<file path="config.mk">
export PLATFORM = sky130hd
export DESIGN_NAME = asrc_ctrl
export DESIGN_NICKNAME = d
export VERILOG_FILES = /design/src/rtl/asrc_pkg.sv /design/src/rtl/asrc_sync.sv /design/src/rtl/asrc_ctrl.sv
export SDC_FILE = /design/constraint.sdc
export NUM_CORES = 1
export LEC_CHECK = 0
export BUFFER_PORTS_ARGS = -buffer_cell sky130_fd_sc_hd__buf_4
export CAP_MARGIN = 10
export CORE_ASPECT_RATIO = 0.7
export CORE_MARGIN = 1
export CORE_UTILIZATION = 32
export CTS_BUF_LIST = sky130_fd_sc_hd__clkbuf_8 sky130_fd_sc_hd__clkbuf_16
export DETAILED_ROUTE_END_ITERATION = 7
export PLACE_DENSITY = 0.52
export RECOVER_POWER = 100
export REMOVE_ABC_BUFFERS = 1
export SYNTH_ARGS = -nofsm -noshare
export SYNTH_HDL_FRONTEND = slang
export SYNTH_SLANG_ARGS = --single-unit
export TNS_END_PERCENT = 50
</file>
<file path="constraint.sdc">
create_clock -name i_sys_clk -period 1.7 [get_ports i_sys_clk]
set_input_delay 0.255 -clock i_sys_clk [delete_from_list [all_inputs] [get_ports i_sys_clk]]
set_output_delay 0.255 -clock i_sys_clk [all_outputs]
set_load 0.005 [all_outputs]
</file>
<file path="src/rtl/asrc_pkg.sv">
package asrc_pkg;

    // ------------------------------------------------------------
    // geometry
    // ------------------------------------------------------------
    localparam int ADDR_W = 16;
    localparam int DATA_W = 16;

    // ------------------------------------------------------------
    // timing in ns (slowest grade, power-up wait in us) and clock period
    // ------------------------------------------------------------
    localparam int CLK_PERIOD_NS            = 40;
    localparam int SUPPLY_TO_FIRST_ACCESS_US = 100;
    localparam int ADDRESS_ACCESS_TIME_NS   = 15;
    localparam int OE_TO_DATA_NS            = 7;
    localparam int ADDRESS_TO_WRITE_END_NS  = 10;
    localparam int LANE_ENABLE_TO_WRITE_END_NS = 9;
    localparam int WRITE_DATA_SETUP_NS      = 8;
    localparam int WRITE_PULSE_NS           = 10;
    localparam int BUS_TURN_NS              = 7;

    // ------------------------------------------------------------
    // cycle counts, least times rounded up, at least one
    // ------------------------------------------------------------
    function automatic int cyc_up(input int ns);
        int c;
        c = (ns + CLK_PERIOD_NS - 1) / CLK_PERIOD_NS;
        return (c < 1) ? 1 : c;
    endfunction : cyc_up

    localparam int POWER_UP_CYC =
        (SUPPLY_TO_FIRST_ACCESS_US * 1000 + CLK_PERIOD_NS - 1)
        / CLK_PERIOD_NS;
    localparam int READ_CYC  = cyc_up(ADDRESS_ACCESS_TIME_NS) + 1;
    localparam int WRITE_CYC = cyc_up(WRITE_PULSE_NS);
    localparam int TURN_CYC  = cyc_up(BUS_TURN_NS);
    localparam int CNT_W     = 12;

    // ------------------------------------------------------------
    // controller states
    // ------------------------------------------------------------
    typedef enum logic [2:0] {
        ASRC_POWER,
        ASRC_IDLE,
        ASRC_READ,
        ASRC_WRITE,
        ASRC_TURN
    } asrc_state_t;

endpackage : asrc_pkg

</file>
<file path="src/rtl/asrc_sync.sv">
`timescale 1ns/10ps
module asrc_sync #(
    parameter int W = 16
) (
    // clock and reset
    input  wire logic         i_sys_clk,
    input  wire logic         i_rst,
    // asynchronous in, synchronous out
    input  wire logic [W-1:0] i_async,
    output logic      [W-1:0] o_sync
);

    logic [W-1:0] meta_q;
    logic [W-1:0] sync_q;

    // --------------------------------------------------------
    // two flip-flop synchroniser
    // --------------------------------------------------------
    always_ff @(posedge i_sys_clk) begin
        if (i_rst) begin
            meta_q <= '0;
            sync_q <= '0;
        end else begin
            meta_q <= i_async;
            sync_q <= meta_q;
        end
    end

    assign o_sync = sync_q;

endmodule : asrc_sync

</file>
<file path="src/rtl/asrc_ctrl.sv">
`timescale 1ns/10ps
// Function
// - write happens only while select, strobe and a lane enable are low
// - write ends at first rise of select, strobe or lane enable
// - data setup and hold measured to the terminating edge
// - wait at least 100 us after power before first access
// - strobe stays high during every read
// - address valid no later than select falling in a read
// - address may change at write start and end
// - address stable at least 10 ns before write end
// - lane enable low at least 9 ns before write end
// - write data valid at least 8 ns before write end
module asrc_ctrl #(
    parameter int POWER_UP_CYCLES = asrc_pkg::POWER_UP_CYC
) (
    // clock and reset
    input  wire logic                        i_sys_clk,
    input  wire logic                        i_rst,
    // user request
    input  wire logic                        i_req,
    input  wire logic                        i_we,
    input  wire logic [1:0]                  i_lanes,
    input  wire logic [asrc_pkg::ADDR_W-1:0] i_addr,
    input  wire logic [asrc_pkg::DATA_W-1:0] i_wdata,
    output logic                             o_ready,
    output logic                             o_rvalid,
    output logic      [asrc_pkg::DATA_W-1:0] o_rdata,
    // memory pins
    output logic                             o_chip_select_n,
    output logic                             o_output_enable_n,
    output logic                             o_write_strobe_n,
    output logic                             o_low_byte_enable_n,
    output logic                             o_high_byte_enable_n,
    output logic      [asrc_pkg::ADDR_W-1:0] o_addr,
    output logic      [asrc_pkg::DATA_W-1:0] o_data,
    output logic                             o_data_oe,
    input  wire logic [asrc_pkg::DATA_W-1:0] i_data
);

    // --------------------------------------------------------
    // state
    // --------------------------------------------------------
    localparam int PCW = $clog2(POWER_UP_CYCLES + 1);

    asrc_pkg::asrc_state_t          st_q, st_d;
    logic [PCW-1:0]                 pwr_q, pwr_d;
    logic [asrc_pkg::CNT_W-1:0]     cnt_q, cnt_d;
    logic                           cs_n_q, cs_n_d;
    logic                           oe_n_q, oe_n_d;
    logic                           we_n_q, we_n_d;
    logic [1:0]                     be_n_q, be_n_d;
    logic [asrc_pkg::ADDR_W-1:0]    addr_q, addr_d;
    logic [asrc_pkg::DATA_W-1:0]    dout_q, dout_d;
    logic                           doe_q, doe_d;
    logic [asrc_pkg::DATA_W-1:0]    rdata_q, rdata_d;
    logic                           rvalid_q, rvalid_d;
    logic                           ready_q, ready_d;
    logic [asrc_pkg::DATA_W-1:0]    din_s;

    // --------------------------------------------------------
    // read data pins synchronised before use
    // --------------------------------------------------------
    asrc_sync #(
        .W (asrc_pkg::DATA_W)
    ) u_din_sync (
        .i_sys_clk (i_sys_clk),
        .i_rst     (i_rst),
        .i_async   (i_data),
        .o_sync    (din_s)
    );

    // --------------------------------------------------------
    // next-state logic
    // --------------------------------------------------------
    always_comb begin
        st_d     = st_q;
        pwr_d    = pwr_q;
        cnt_d    = cnt_q;
        cs_n_d   = cs_n_q;
        oe_n_d   = oe_n_q;
        we_n_d   = we_n_q;
        be_n_d   = be_n_q;
        addr_d   = addr_q;
        dout_d   = dout_q;
        doe_d    = doe_q;
        rdata_d  = rdata_q;
        rvalid_d = 1'b0;
        ready_d  = 1'b0;
        case (st_q)
            asrc_pkg::ASRC_POWER: begin
                if (pwr_q == PCW'(POWER_UP_CYCLES - 1)) begin
                    st_d    = asrc_pkg::ASRC_IDLE;
                    ready_d = 1'b1;
                end else begin
                    pwr_d = pwr_q + PCW'(1);
                end
            end
            asrc_pkg::ASRC_IDLE: begin
                ready_d = 1'b1;
                if (i_req) begin
                    ready_d = 1'b0;
                    addr_d  = i_addr;
                    cs_n_d  = 1'b0;
                    be_n_d  = ~i_lanes;
                    cnt_d   = '0;
                    if (i_we) begin
                        we_n_d = 1'b0;
                        dout_d = i_wdata;
                        doe_d  = 1'b1;
                        st_d   = asrc_pkg::ASRC_WRITE;
                    end else begin
                        we_n_d = 1'b1;
                        oe_n_d = 1'b0;
                        st_d   = asrc_pkg::ASRC_READ;
                    end
                end
            end
            // access time plus synchroniser in cycles
            asrc_pkg::ASRC_READ: begin
                if (cnt_q == asrc_pkg::CNT_W'(asrc_pkg::READ_CYC + 1)) begin
                    rdata_d  = din_s;
                    rvalid_d = 1'b1;
                    cs_n_d   = 1'b1;
                    oe_n_d   = 1'b1;
                    be_n_d   = 2'h3;
                    cnt_d    = '0;
                    st_d     = asrc_pkg::ASRC_TURN;
                end else begin
                    cnt_d = cnt_q + asrc_pkg::CNT_W'(1);
                end
            end
            // address and lanes held through the pulse
            asrc_pkg::ASRC_WRITE: begin
                if (cnt_q == asrc_pkg::CNT_W'(asrc_pkg::WRITE_CYC - 1)) begin
                    we_n_d = 1'b1;
                    cnt_d  = '0;
                    st_d   = asrc_pkg::ASRC_TURN;
                end else begin
                    cnt_d = cnt_q + asrc_pkg::CNT_W'(1);
                end
            end
            // data and address held past terminating edge
            asrc_pkg::ASRC_TURN: begin
                cs_n_d = 1'b1;
                be_n_d = 2'h3;
                doe_d  = 1'b0;
                if (cnt_q == asrc_pkg::CNT_W'(asrc_pkg::TURN_CYC - 1)) begin
                    st_d    = asrc_pkg::ASRC_IDLE;
                    ready_d = 1'b1;
                end else begin
                    cnt_d = cnt_q + asrc_pkg::CNT_W'(1);
                end
            end
            default: begin
                st_d = asrc_pkg::ASRC_POWER;
            end
        endcase
    end

    // --------------------------------------------------------
    // registers
    // --------------------------------------------------------
    always_ff @(posedge i_sys_clk) begin
        if (i_rst) begin
            st_q     <= asrc_pkg::ASRC_POWER;
            pwr_q    <= '0;
            cnt_q    <= '0;
            cs_n_q   <= 1'b1;
            oe_n_q   <= 1'b1;
            we_n_q   <= 1'b1;
            be_n_q   <= 2'h3;
            addr_q   <= '0;
            dout_q   <= '0;
            doe_q    <= 1'b0;
            rdata_q  <= '0;
            rvalid_q <= 1'b0;
            ready_q  <= 1'b0;
        end else begin
            st_q     <= st_d;
            pwr_q    <= pwr_d;
            cnt_q    <= cnt_d;
            cs_n_q   <= cs_n_d;
            oe_n_q   <= oe_n_d;
            we_n_q   <= we_n_d;
            be_n_q   <= be_n_d;
            addr_q   <= addr_d;
            dout_q   <= dout_d;
            doe_q    <= doe_d;
            rdata_q  <= rdata_d;
            rvalid_q <= rvalid_d;
            ready_q  <= ready_d;
        end
    end

    // --------------------------------------------------------
    // outputs
    // --------------------------------------------------------
    assign o_chip_select_n      = cs_n_q;
    assign o_output_enable_n    = oe_n_q;
    assign o_write_strobe_n     = we_n_q;
    assign o_low_byte_enable_n  = be_n_q[0];
    assign o_high_byte_enable_n = be_n_q[1];
    assign o_addr               = addr_q;
    assign o_data               = dout_q;
    assign o_data_oe            = doe_q;
    assign o_rdata              = rdata_q;
    assign o_rvalid             = rvalid_q;
    assign o_ready              = ready_q;

    // --------------------------------------------------------
    // assertions
    // --------------------------------------------------------
    property p_no_access_early;
        @(posedge i_sys_clk) disable iff (i_rst)
        (pwr_q < PCW'(POWER_UP_CYCLES - 1)) && st_q == asrc_pkg::ASRC_POWER
            |-> cs_n_q;
    endproperty
    a_no_access_early: assert property (p_no_access_early)
        else $error("access before power-up wait");

    property p_read_strobe_high;
        @(posedge i_sys_clk) disable iff (i_rst)
        !oe_n_q |-> we_n_q && !doe_q;
    endproperty
    a_read_strobe_high: assert property (p_read_strobe_high)
        else $error("strobe low or bus driven during read");

    property p_addr_at_select;
        @(posedge i_sys_clk) disable iff (i_rst)
        $fell(cs_n_q) |-> addr_q == $past(i_addr);
    endproperty
    a_addr_at_select: assert property (p_addr_at_select)
        else $error("address not valid at select fall");

    property p_write_overlap;
        @(posedge i_sys_clk) disable iff (i_rst)
        !we_n_q |-> !cs_n_q && (be_n_q != 2'h3) && doe_q;
    endproperty
    a_write_overlap: assert property (p_write_overlap)
        else $error("strobe low without select, lane or data");

    property p_write_hold;
        @(posedge i_sys_clk) disable iff (i_rst)
        $rose(we_n_q) |-> $stable(addr_q) && doe_q && !cs_n_q;
    endproperty
    a_write_hold: assert property (p_write_hold)
        else $error("data or address dropped at write end");

    property p_write_setup;
        @(posedge i_sys_clk) disable iff (i_rst)
        $fell(we_n_q) |=> $stable(addr_q) && $stable(dout_q) && doe_q;
    endproperty
    a_write_setup: assert property (p_write_setup)
        else $error("address or data moved inside write pulse");

    property p_read_length;
        @(posedge i_sys_clk) disable iff (i_rst)
        $fell(oe_n_q) |-> ##[1:20] o_rvalid;
    endproperty
    a_read_length: assert property (p_read_length)
        else $error("read did not complete");

    property p_lanes_in_write;
        @(posedge i_sys_clk) disable iff (i_rst)
        $rose(we_n_q) |-> $past(be_n_q) == be_n_q;
    endproperty
    a_lanes_in_write: assert property (p_lanes_in_write)
        else $error("lane enable changed at write end");

endmodule : asrc_ctrl

</file>
# Yosys cells after proc, flatten, opt, wreduce, memory -nomap -nowiden
# Cells that the tools add are included.
# totals
register_bits,115
in_bits,54
output_inout_bits,56
wordCells,85
# op_classes
addsub,2
n_eq_ne,14
muxes,33
n_bitwise,3
n_reduce_logical,18
# op_table
operator,n
2-to-1 mux 12 bit,4
case mux 12 bit (4 select lines),1
adder 12 x 1 -> 12 bit (second input constant),2
inequality test 2 bit (second input constant),8
2-to-1 mux 3 bit,5
case mux 3 bit (5 select lines),1
AND reduction 3 bit,5
2-to-1 mux 1 bit,14
equality test 12 bit (second input constant),1
equality test 12 x 2 -> 1 bit (second input constant),1
logical NOT 12 bit,1
equality test 3 x 2 -> 1 bit (second input constant),2
case mux 1 bit (2 select lines),3
case mux 1 bit (3 select lines),2
case mux 2 bit (3 select lines),1
AND reduction 2 bit,3
nonzero test 2 bit,3
AND reduction 5 bit,1
2-to-1 mux 2 bit,2
AND reduction 4 bit,1
nonzero test 4 bit,1
equality test 3 x 1 -> 1 bit (second input constant),1
equality test 3 bit (second input constant),1
logical NOT 3 bit,1
other kinds (4),5

# Logic depth before layout (Yosys ltp)
# Gate-level depths: netlist (run 1).
# depth
depth_word,3
mapped_depth,7
depth_no_buf,6

# Modules after synthesis
# A second synthesis (run 1) with hierarchy kept.
# hier_totals
hier_cells,476
hier_area_um2,4406.7
# by_module_without_submodules
module,n_inst,cells_each,area_per_inst_um2,seq_area_each_um2
asrc_ctrl,1,409,3543.4,1661.6
asrc_sync,1,67,863.3,640.6

# Least setup slack after synthesis (run 1)
# OpenSTA, ideal clock, no wires.
# synth_timing
kind,reg2reg
start,register pwr_q[5]
end,register st_q[0]
setup_time_ns,0.072
arrival_ns,1.719
t_required_ns,1.628
path_slack_ns,-0.091
path_stages_with_launch,5
n_path_buf,0
period_less_slack_ns,1.791
path_cell_list,dfxtp_1 -> or4b_4 -> or3_4 -> a221oi_2 -> mux2i_1
# synth_via
elab_chain_len,3
# synth_rtl
element,line,source
"start, declared",asrc_ctrl.sv:46,"logic [PCW-1:0] pwr_q, pwr_d;"
"start signal, assigned",asrc_ctrl.sv:180,pwr_q <= pwr_d;
equality test 12 bit,asrc_ctrl.sv:91,if (pwr_q == PCW'(POWER_UP_CYCLES - 1)) begin
inequality test 2 bit (no source line),--,
AND reduction 5 bit (no source line),--,
"end signal, assigned",asrc_ctrl.sv:165,st_q <= asrc_pkg::ASRC_POWER;
"end signal, assigned",asrc_ctrl.sv:179,st_q <= st_d;
"end, declared",asrc_ctrl.sv:45,"asrc_pkg::asrc_state_t st_q, st_d;"
# Every way passes these cells.
# A chain may end at the register's enable or synchronous reset.

# Final worst setup path (run 1)
# layout_timing
start,register pwr_q[9]
end,register st_q[0]
# Same word-level chain as after synthesis.

==> impl_results.md, run 1 <==
- Leading cell type by number of instances after synthesis: dfxtp_1
- CTS tree: yes
- Worst hold slack: 0.0565 ns
- Worst skew pair latency: 0.41 ns
- Clock Sinks: 115
- FF+latch area: 2320 sq um
- N_diodes: 0
- Per-cell routed wire length: 13.3 um
- Beginning of the worst hold path: i_data[8]
- Yosys warnings: 0
- Max Clock Skew: 0.00739 ns
- Logic pwr share: 17.8%
- Global-route wire length before repair: 18.1 mm
- Number of synthesized flops with an enable pin: 0
- H-tree depth: 4
- Final worst slack: -0.0449 ns
- Slew Viols, Final: 0
- Status: finished, violations left
- Flop pwr share: 37.2%
- Startpoint Class: flop
- Antenna viol nets, final: 0
- Die Y: 99.5 um
- CP required: 2.02 ns
- Clock power frac: 45.0%
- Syn-to-layout area delta: 47.3%
- Hold endpoint: u_din_sync.meta_q[8]
- RSZ-0062 raised after global routing: yes
- Final nets: 708
- Synth unique cells: 46
- # DRC: 0
- Initial antenna violation count: 0
- Largest family of logic cells by synthesized area: simple AND/OR/NAND/NOR gates
- Register area share after synthesis: 52.9%
- Endpoints failing setup: 1
- CTS Hold Buffers Added: 0
- Type of the most critical hold path: input pin to flop
- Detailed Route WL: 11.3 mm
- Post-synth top cells: dfxtp_1, nand2_1, a21oi_1
- Syn Area/Cell: 8.73 sq um
- Initial DRT Pass Iterations: 4
- Worst Max-Slew Pin Slew: 0.998 ns
- Post-Syn Instances: 498
- Area contributors post-synth: dfxtp_1, nand2_1, a21oi_1
- Crit Path Category: flop to flop
- Period utilisation layout: 103%
- Die area: 14100 sq um
- Synth Area in XOR/XNOR: 2.42%
- Mux cell area share after synthesis: 0.230%
- Leakage: 2.48 nW
- Num rows: 35
- Synthesized flop and latch total: 115
- Dpl ws: -0.109 ns
- Worst r2r src: pwr_q[9]
- Mapped Area: 4350 sq um
- Switching share of power: 25.9%
- Vias per inst: 4.62
- FF-to-FF setup slack: -0.04 ns
- Root buffer cell: clkbuf_16
- Internal cell power: 5.98 mW
- Worst Reg-to-Reg Cells: 4
- Number of port buffers: 109
- Pwr dens: 1260 nW/um^2
- GRT Overall Usage: 16.3%
- Max cap viols: 0
- Largest fanout on the critical path: 3
- Top cell type by total area after synthesis: dfxtp_1
- Slew HR: 33.5%
- Clock transition at path regs: 0.05 ns
- Layout cells sized above 1: 32.1%
- Largest net degree at the start of global routing: 88
- Synth top area share: 52.9%
- DR iter-0 viols: 200
- Post-synthesis adder-cell area fraction: 0.863%
- Vias in the first global route: 3748
- Longest Clk Path Bufs: 2
- Setup TNS: -0.0449 ns
- Detailed Place HPWL: 7.67 mm
- Setup crit end kind: flop
- Final Power: 8.07 mW
- Core area: 13200 sq um
- Hold Violations, Final: 0
- Sw Pwr: 2.09 mW
- WP data arrival: 2.07 ns
- Hold Crit Depth: 2
- Fraction of the mapped netlist area in compound gates: 11.7%
- IO Pins: 110
- Final-layout fill cell count: 1298
- FFs w/ async S/R, synth: 0%
- Placer Congestion: 0.773
- Die Wd: 141 um
- Achievable clock frequency: 0.573 GHz
- Reg-to-reg endpoint: st_q[0]
- Layout Utilization: 48.4%
- Total CTS buffers: 17
- Violated checks: negative setup slack
- Min Tclk post-route: 1.74 ns
- Synth Area in Simple Gates: 28.5%
- Peak supply drop: 871 uV
- Leading register cell type out of synthesis: dfxtp_1
- Area of the multi-input gates: 2000 sq um
- Total number of vias: 3922
- Grt total ovfl: 0
- Initial Util: 32.9%
==> flip-flops by register name (all words and copies together) (netlist names) <==
register,flops
st_q,3
o_rdata,16
o_ready,1
u_din_sync.meta_q,16
o_addr,16
o_chip_select_n,1
pwr_q,12
o_output_enable_n,1
be_n_q,2
o_data,16
u_din_sync.o_sync,16
o_write_strobe_n,1
cnt_q,12
o_rvalid,1
o_data_oe,1
==> critical path, stage by stage (launching register included) <==
cell and delay, ns:
dfxtp_2 0.31, or4b_4 0.53, or3_4 0.35, a221oi_2 0.26, mux2i_1 0.21
==> cell type report <==
type / instances / area share (%)
flip-flops and latches: 115 / 36.2
clock buffers: 19 / 7.07
well taps: 185 / 3.61
clock inverters: 13 / 2.46
multi-input cells: 345 / 31.3
inverters: 10 / 0.586
repair buffers: 162 / 18.8
==> kinds of logic (layout without fill, tap and decap cells) <==
logic type               Yosys count  after routing
AND/OR/NAND/NOR                  237            237
flip-flops                       115            115
AO/OA/AOI/OAI                     92             92
buffers and inverters             38            204
XOR/XNOR                          12             12
adder cells (fa/ha/maj)            3              3
multiplexers                       1              1
==> power groups by stage <==
stage / clock network, mW / registers [mW] / logic, mW
2_1_floorplan: 0 / 3.08 / 0.578
3_3_place_gp: 0 / 3.04 / 1.36
3_5_place_dp: 0 / 3.04 / 1.39
4_1_cts: 3.71 / 2.99 / 1.43
5_1_grt: 3.84 / 3.03 / 1.59
6_report: 3.63 / 3.01 / 1.44
==> repair_timing <==
action                     in CTS  in global routing
resized for setup               8                 30
setup endpoints to repair      30                 41
pin swaps                       4                 10
buffers inserted                0                  1
cloned                          0                  1
==> stage by stage <==
step	cell area (sq um)	instances
2_1_floorplan	4240	470
3_3_place_gp	5740	815
3_5_place_dp	5740	815
4_1_cts	6370	847
5_1_grt	6410	849
6_report	6410	849
==> routing by layer <==
layer	GRT usage (%)	up-vias	part of all wire, %
met4	5.27	0	0.69
met2	25.8	104	45
met1	20.8	1802	48
li1	-	2009	-
met3	5.54	7	5.6
met5	0	-	0
==> how the worst max path moves through the flow <==
stage / start / endpoint / slack [ns] / cells after the start
floorplan: st_q[0] / o_write_strobe_n / -1.50 / 4
global placement: pwr_q[5] / st_q[0] / -0.10 / 4
detailed placement: pwr_q[5] / st_q[0] / -0.11 / 4
CTS: pwr_q[9] / st_q[0] / -0.05 / 4
global route: pwr_q[9] / st_q[0] / -0.09 / 4
finish: pwr_q[9] / st_q[0] / -0.04 / 4
==> placed cells by master, fill, tap and decap left out, types with 3 or more instances in the layout <==
| cell | n |
|---|---|
| buf_4 | 88 |
| dfxtp_1 | 105 |
| nor4_4 | 3 |
| clkinv_2 | 3 |
| a21oi_2 | 4 |
| ha_1 | 3 |
| or3_1 | 3 |
| o31ai_1 | 5 |
| or4_1 | 5 |
| or3_4 | 6 |
| clkbuf_1 | 15 |
| nor4_1 | 8 |
| nor2_1 | 18 |
| nand2_1 | 108 |
| clkbuf_16 | 18 |
| nor2b_1 | 35 |
| nand3_1 | 9 |
| buf_6 | 4 |
| o21ai_0 | 7 |
| nand4_1 | 9 |
| nor3_1 | 8 |
| bufinv_16 | 3 |
| dfxtp_2 | 8 |
| and2_1 | 3 |
| a21oi_1 | 62 |
| inv_1 | 11 |
| clkinvlp_4 | 3 |
| clkbuf_4 | 47 |
| nand2b_1 | 3 |
| xnor2_1 | 11 |
| o21ai_1 | 5 |
No activity file was read; power rests on OpenSTA's default activity.
==> run 2: changes to the inputs <==
Settings changed: ABC_AREA from default to 1, GPL_TIMING_DRIVEN from default to 0, PLACE_DENSITY 0.52 to 0.51.
==> impl_results.md, run 2 <==
- Type of the most critical hold path: input pin to flop (unchanged)
- Reg-to-reg endpoint: cnt_q[8] (was st_q[0])
- Post-Syn Instances: 623 (was 498)
- Yosys warnings: 0 (unchanged)
- GRT Overall Usage: 16.9% (was 16.3%)
- Synthesized flop and latch total: 115 (unchanged)
- Most frequent cells in the layout: nor2_1, dfxtp_1, nand2_1 (was nand2_1, dfxtp_1, buf_4)
- H-tree depth: 4 (unchanged)
- FF-to-FF setup slack: 0.06 ns (was -0.04 ns)
- Per-cell routed wire length: 12.8 um (was 13.3 um)
- Pwr dens: 1390 nW/um^2 (was 1260 nW/um^2)
- Antenna viol nets, final: 0 (unchanged)
- Die Y: 102 um (was 99.5 um)
- Layout cells sized above 1: 24.4% (was 32.1%)
- Internal cell power: 5.99 mW (was 5.98 mW)
- Switching share of power: 32.0% (was 25.9%)
- Die Wd: 145 um (was 141 um)
- CP required: 1.96 ns (was 2.02 ns)
- RSZ-0062 raised after global routing: yes (unchanged)
- WP data arrival: 1.90 ns (was 2.07 ns)
- Top cell type by total area after synthesis: dfxtp_1 (unchanged)
- Slew Viols, Final: 0 (unchanged)
- Root buffer cell: clkbuf_16 (unchanged)
- Mapped Area: 4580 sq um (was 4350 sq um)
- Peak supply drop: 766 uV (was 871 uV)
- Achievable clock frequency: 0.608 GHz (was 0.573 GHz)
- Detailed Route WL: 12.2 mm (was 11.3 mm)
- Final Power: 8.81 mW (was 8.07 mW)
- Syn Area/Cell: 7.35 sq um (was 8.73 sq um)
- Number of synthesized flops with an enable pin: 0 (unchanged)
- Period utilisation layout: 96.7% (was 103%)
- Status: complete, no violations (was finished, violations left)
- Synth top area share: 50.3% (was 52.9%)
- N_diodes: 0 (unchanged)
- Final nets: 805 (was 708)
- Core area: 13900 sq um (was 13200 sq um)
- Worst Max-Slew Pin Slew: 0.856 ns (was 0.998 ns)
- Max cap viols: 0 (unchanged)
- Initial antenna violation count: 0 (unchanged)
- Area contributors post-synth: dfxtp_1, nor2_1, nand2_1 (was dfxtp_1, nand2_1, a21oi_1)
- Leading cell type by number of instances after synthesis: nor2_1 (was dfxtp_1)
- Longest Clk Path Bufs: 2 (unchanged)
- Detailed Place HPWL: 7.69 mm (was 7.67 mm)
- Startpoint Class: flop (unchanged)
- Num rows: 36 (was 35)
- Number of port buffers: 109 (unchanged)
- Worst Reg-to-Reg Cells: 8 (was 4)
- Vias in the first global route: 4108 (was 3748)
- Min Tclk post-route: 1.64 ns (was 1.74 ns)
- Initial Util: 32.9% (about the same)
- Max Clock Skew: 0.00918 ns (was 0.00739 ns)
- Initial DRT Pass Iterations: 6 (was 4)
- Clock transition at path regs: 0.06 ns (was 0.05 ns)
- Setup crit end kind: flop (unchanged)
- Synth unique cells: 29 (was 46)
- Sw Pwr: 2.82 mW (was 2.09 mW)
- Worst hold slack: 0.0440 ns (was 0.0565 ns)
- Vias per inst: 4.50 (was 4.62)
- Leading register cell type out of synthesis: dfxtp_1 (unchanged)
- Register area share after synthesis: 50.3% (was 52.9%)
- Hold Violations, Final: 0 (unchanged)
- CTS Hold Buffers Added: 0 (unchanged)
- Worst r2r src: st_q[0] (was pwr_q[9])
- Largest fanout on the critical path: 8 (was 3)
- Syn-to-layout area delta: 38.6% (was 47.3%)
- Logic pwr share: 23.4% (was 17.8%)
- Grt total ovfl: 0 (unchanged)
- Crit Path Category: flop to flop (unchanged)
- DR iter-0 viols: 235 (was 200)
- Worst skew pair latency: 0.41 ns (about the same)
- Slew HR: 42.8% (was 33.5%)
- # DRC: 0 (unchanged)
- Most common cell after layout, fill and taps aside: nor2_1 (was nand2_1)
- Clock Sinks: 115 (unchanged)
- Largest net degree at the start of global routing: 61 (was 88)
- Total CTS buffers: 17 (unchanged)
- Leakage: 2.87 nW (was 2.48 nW)
- Die area: 14800 sq um (was 14100 sq um)
- IO Pins: 110 (unchanged)
- Placer Congestion: 0.845 (was 0.773)
- FFs w/ async S/R, synth: 0% (unchanged)
- Total number of vias: 4277 (was 3922)
- Global-route wire length before repair: 19.8 mm (was 18.1 mm)
- Clock power frac: 40.4% (was 45.0%)
- Endpoints failing setup: 0 (was 1)
- Worst setup path start: st_q[0] (was pwr_q[9])
- CTS tree: yes (unchanged)
- End of the critical path: cnt_q[8] (was st_q[0])
- Flop pwr share: 36.2% (was 37.2%)
- Post-synth top cells: nor2_1, dfxtp_1, nand2_1 (was dfxtp_1, nand2_1, a21oi_1)
-- run 2: cell types whose count changed in the layout (fill, tap and decap cells not counted), moves of 7 or more --
cell | previous run | this run
a21oi_1 | 62 | 36
clkinv_4 | 1 | 8
xnor2_1 | 11 | 0
inv_1 | 11 | 75
nand3_1 | 9 | 34
nor2b_1 | 35 | 0
buf_4 | 88 | 69
nor4_1 | 8 | 0
nand2_1 | 108 | 95
clkbuf_4 | 47 | 38
o21ai_0 | 7 | 41
nor2_1 | 18 | 132
-- run 2: power by group through the flow --
stage	Sequential (mW)	Clock (mW)	Combinational (mW)
floorplan	3.18	0	0.992
global placement	3.18	0	1.68
detailed placement	3.19	0	1.70
CTS	3.15	3.64	1.88
global route	3.22	3.78	2.29
finish	3.19	3.56	2.07
-- run 2: worst min path at each step --
stage	from	endpoint	slack, ns	cells past startpoint
6_report	i_data[10]	u_din_sync.meta_q[10]	0.04	3
5_1_grt	i_data[9]	u_din_sync.meta_q[9]	0.04	3
4_1_cts	i_data[9]	u_din_sync.meta_q[9]	0.03	3
3_5_place_dp	u_din_sync.meta_q[6]	u_din_sync.o_sync[6]	0.39	2
3_3_place_gp	u_din_sync.meta_q[4]	u_din_sync.o_sync[4]	0.39	2
2_1_floorplan	i_rst	cnt_q[5]	0.32	1
-- run 2: critical path, cell delays in order (launching register included) --
cell and delay, ns:
dfxtp_4 0.39, inv_1 0.11, nor3_4 0.27, inv_2 0.12
nand3_2 0.15, nand3_4 0.16, buf_4 0.19, nand2_1 0.05
a21oi_1 0.07
-- run 2: final cells by class --
cell class / count / area, sq um
Tap cell: 190 / 238
Timing Repair Buffer: 126 / 882
Fill cell: 1418 / 7570
Clock inverter: 14 / 158
Inverter: 83 / 323
Sequential cell: 115 / 2320
Multi-Input combinational cell: 405 / 1990
Clock buffer: 18 / 439
-- run 2: metal layers --
| layer | part of all wire, % | global-route usage (%) |
|---|---|---|
| met3 | 6.4 | 6.83 |
| met5 | 0 | 0 |
| met1 | 48 | 21.4 |
| met2 | 44 | 26.3 |
| met4 | 1.1 | 5.73 |
-- run 2: cell families (layout without fill, tap and decap cells) --
logic type	count (synthesis)	in the layout	synth area share [%]
xor gates and xnor gates	6	6	1.15
DFF	115	115	50.3
adders and majority gates	3	3	0.820
AOI/OAI and AO/OA	92	92	10.9
buffers and inverters	105	241	9.05
and+or+nand+nor	302	304	27.8
-- run 2: repair_timing --
item | in CTS | in global routing
buffers inserted | 8 | 9
endpoints found under the hold margin | 0 | 0
pin swaps | 4 | 9
resized for setup | 16 | 26
setup endpoints to repair | 70 | 54
cloned | 1 | 1
-- run 2: stage by stage --
| step | setup slack, ns | TNS [ns] | area (sq um) | util, % | cells |
|---|---|---|---|---|---|
| 3_3_place_gp | -0.745 | -43.96 | 5530 | 39.7 | 900 |
| 6_report | 0.0563 | 0 | 6340 | 45.6 | 951 |
| 4_1_cts | 0.00904 | 0 | 6250 | 44.9 | 941 |
| 5_1_grt | -0.0410 | -0.0558 | 6340 | 45.6 | 951 |
| 2_1_floorplan | -0.111 | -0.355 | 4470 | - | 601 |
| 3_5_place_dp | -0.762 | -27.68 | 5530 | 39.7 | 900 |
==> run 3: changes to the inputs <==
Settings changed: ABC_AREA 1 to default, PLACE_DENSITY 0.51 to 0.52, SETUP_SLACK_MARGIN from default to 0.3.
==> impl_results.md, run 3 (synthesized netlist as in run 1, its figures left out) <==
- Status: finished, violations left (was complete, no violations)
- Violated checks: negative setup slack
- Largest fanout on the critical path: 3 (was 8)
- WP data arrival: 2.13 ns (was 1.90 ns)
- CP required: 2.03 ns (was 1.96 ns)
- Logic pwr share: 20.2% (was 23.4%)
- Die Y: 99.5 um (was 102 um)
- H-tree depth: 4 (unchanged)
- Die Wd: 141 um (was 145 um)
- Internal cell power: 5.74 mW (was 5.99 mW)
- Pwr dens: 1240 nW/um^2 (was 1390 nW/um^2)
- Switching share of power: 29.6% (was 32.0%)
- Min Tclk post-route: 1.80 ns (was 1.64 ns)
- Sw Pwr: 2.42 mW (was 2.82 mW)
- DR iter-0 viols: 154 (was 235)
- Placer Congestion: 0.728 (was 0.845)
- Layout cells sized above 1: 41.5% (was 24.4%)
- Crit Path Category: flop to flop (unchanged)
- Global routing's busiest layer: met2 (unchanged)
- N_diodes: 0 (unchanged)
- RSZ-0062 raised after global routing: yes (unchanged)
- Type of the most critical hold path: input pin to flop (unchanged)
- Startpoint Class: flop (unchanged)
- Slew HR: 26.9% (was 42.8%)
- Per-cell routed wire length: 14.7 um (was 12.8 um)
- Setup crit end kind: flop (unchanged)
- Layout Utilization: 49.9% (was 45.6%)
- CTS Hold Buffers Added: 0 (unchanged)
- Grt met3 use: 6.07% (was 6.83%)
- Total CTS buffers: 17 (unchanged)
- Detailed Place HPWL: 7.03 mm (was 7.69 mm)
- Flop pwr share: 37.4% (was 36.2%)
- Initial DRT Pass Iterations: 4 (was 6)
- Core area: 13200 sq um (was 13900 sq um)
- Final nets: 692 (was 805)
- Num rows: 35 (was 36)
- Met2 usage: 27.0% (was 26.3%)
- Clock power frac: 42.4% (was 40.4%)
- Met1 Use GR: 23.0% (was 21.4%)
- Slew Viols, Final: 0 (unchanged)
- Clock Sinks: 115 (unchanged)
- Peak supply drop: 753 uV (was 766 uV)
- Max cap viols: 0 (unchanged)
- Leakage: 2.53 nW (was 2.87 nW)
- Initial antenna violation count: 0 (unchanged)
- Vias per inst: 4.79 (was 4.50)
- Total number of vias: 3991 (was 4277)
- GRT Overall Usage: 17.6% (was 16.9%)
- IO Pins: 110 (unchanged)
- Global-route wire length before repair: 19.0 mm (was 19.8 mm)
- Most frequent cells in the layout: buf_4, dfxtp_1, nand2_1 (was nor2_1, dfxtp_1, nand2_1)
- Final worst slack: -0.0977 ns (was 0.0563 ns)
- Largest net degree at the start of global routing: 102 (was 61)
- Max Clock Skew: 0.00978 ns (was 0.00918 ns)
- Number of port buffers: 109 (unchanged)
- Most common cell after layout, fill and taps aside: buf_4 (was nor2_1)
- Final-layout fill cell count: 1263 (was 1418)
- CTS tree: yes (unchanged)
- Endpoints failing setup: 19 (was 0)
- Worst skew pair latency: 0.41 ns (about the same)
- Initial Util: 32.9% (about the same)
- Vias in the first global route: 3628 (was 4108)
- Root buffer cell: clkbuf_16 (unchanged)
- Period utilisation layout: 106% (was 96.7%)
- Longest Clk Path Bufs: 2 (unchanged)
- # DRC: 0 (unchanged)
- Hold Violations, Final: 0 (unchanged)
- Worst Max-Slew Pin Slew: 1.10 ns (was 0.856 ns)
- Antenna viol nets, final: 0 (unchanged)
- Detailed Route WL: 12.3 mm (was 12.2 mm)
- Syn-to-layout area delta: 51.9% (was 38.6%)
- Grt total ovfl: 0 (unchanged)
- Achievable clock frequency: 0.556 GHz (was 0.608 GHz)
- Clock transition at path regs: 0.06 ns (about the same)
- Die area: 14100 sq um (was 14800 sq um)
- Dpl ws: -1.10 ns (was -0.762 ns)
## run 3: worst max-delay path, stage by stage (launching register included)
cell,delay [ns]
dfxtp_2,0.32
or4b_4,0.54
or3_4,0.36
a221oi_4,0.28
mux2i_1,0.21
## run 3: area by class of cell
type / count / area, sq um / area share [%]
well taps: 185 / 231 / 3.50
multi-input cells: 347 / 2260 / 34.2
clock buffers: 17 / 425 / 6.44
clock inverters: 15 / 149 / 2.25
inverters: 10 / 37.5 / 0.568
repair buffers: 144 / 1170 / 17.8
flip-flops and latches: 115 / 2330 / 35.3
## run 3: through the flow
| stage | hold WS (ns) | area, sq um | TNS (ns) | power (mW) | std cells |
|---|---|---|---|---|---|
| after floorplan | 0.324 | 4240 | -41.73 | 3.65 | 470 |
| after global placement | 0.417 | 5290 | -116.67 | 4.11 | 764 |
| after detailed placement | 0.420 | 5330 | -53.44 | 4.16 | 766 |
| after CTS | 0.0334 | 6460 | -0.233 | 8.13 | 824 |
| after global routing | 0.0334 | 6610 | -3.68 | 8.53 | 833 |
| final | 0.0441 | 6610 | -0.975 | 8.16 | 833 |
## run 3: final timing paths
kind                    startpoint                   end  slack [ns]  depth (start not counted)
min                      i_data[6]  u_din_sync.meta_q[6]        0.04                          2
min reg2reg  u_din_sync.o_sync[10]           o_rdata[10]        0.43                          2
max                       pwr_q[5]               st_q[0]        -0.1                          4
max reg2reg               pwr_q[5]               st_q[0]        -0.1                          4
## run 3: power groups by stage
stage	registers (mW)	clock network, mW	logic [mW]
global placement	3.11	0	1.00
floorplan	3.08	0	0.578
finish	3.05	3.46	1.65
CTS	3.05	3.53	1.56
detailed placement	3.11	0	1.05
global route	3.08	3.67	1.79
## run 3: what timing repair did
action | CTS | global route
buffers inserted | 23 | 9
pin swaps | 62 | 20
hold endpoints to repair | 0 | 0
gates resized for setup | 96 | 29
gates cloned | 3 | 0
setup endpoints to repair | 83 | 83
## run 3: routing by layer
layer	vias up	part of all wire [%]	routed length [um]
met5	-	0	0
met4	0	0.83	102
met3	9	6.1	752
met2	107	45	5500
met1	1885	48	5900
li1	1990	-	-
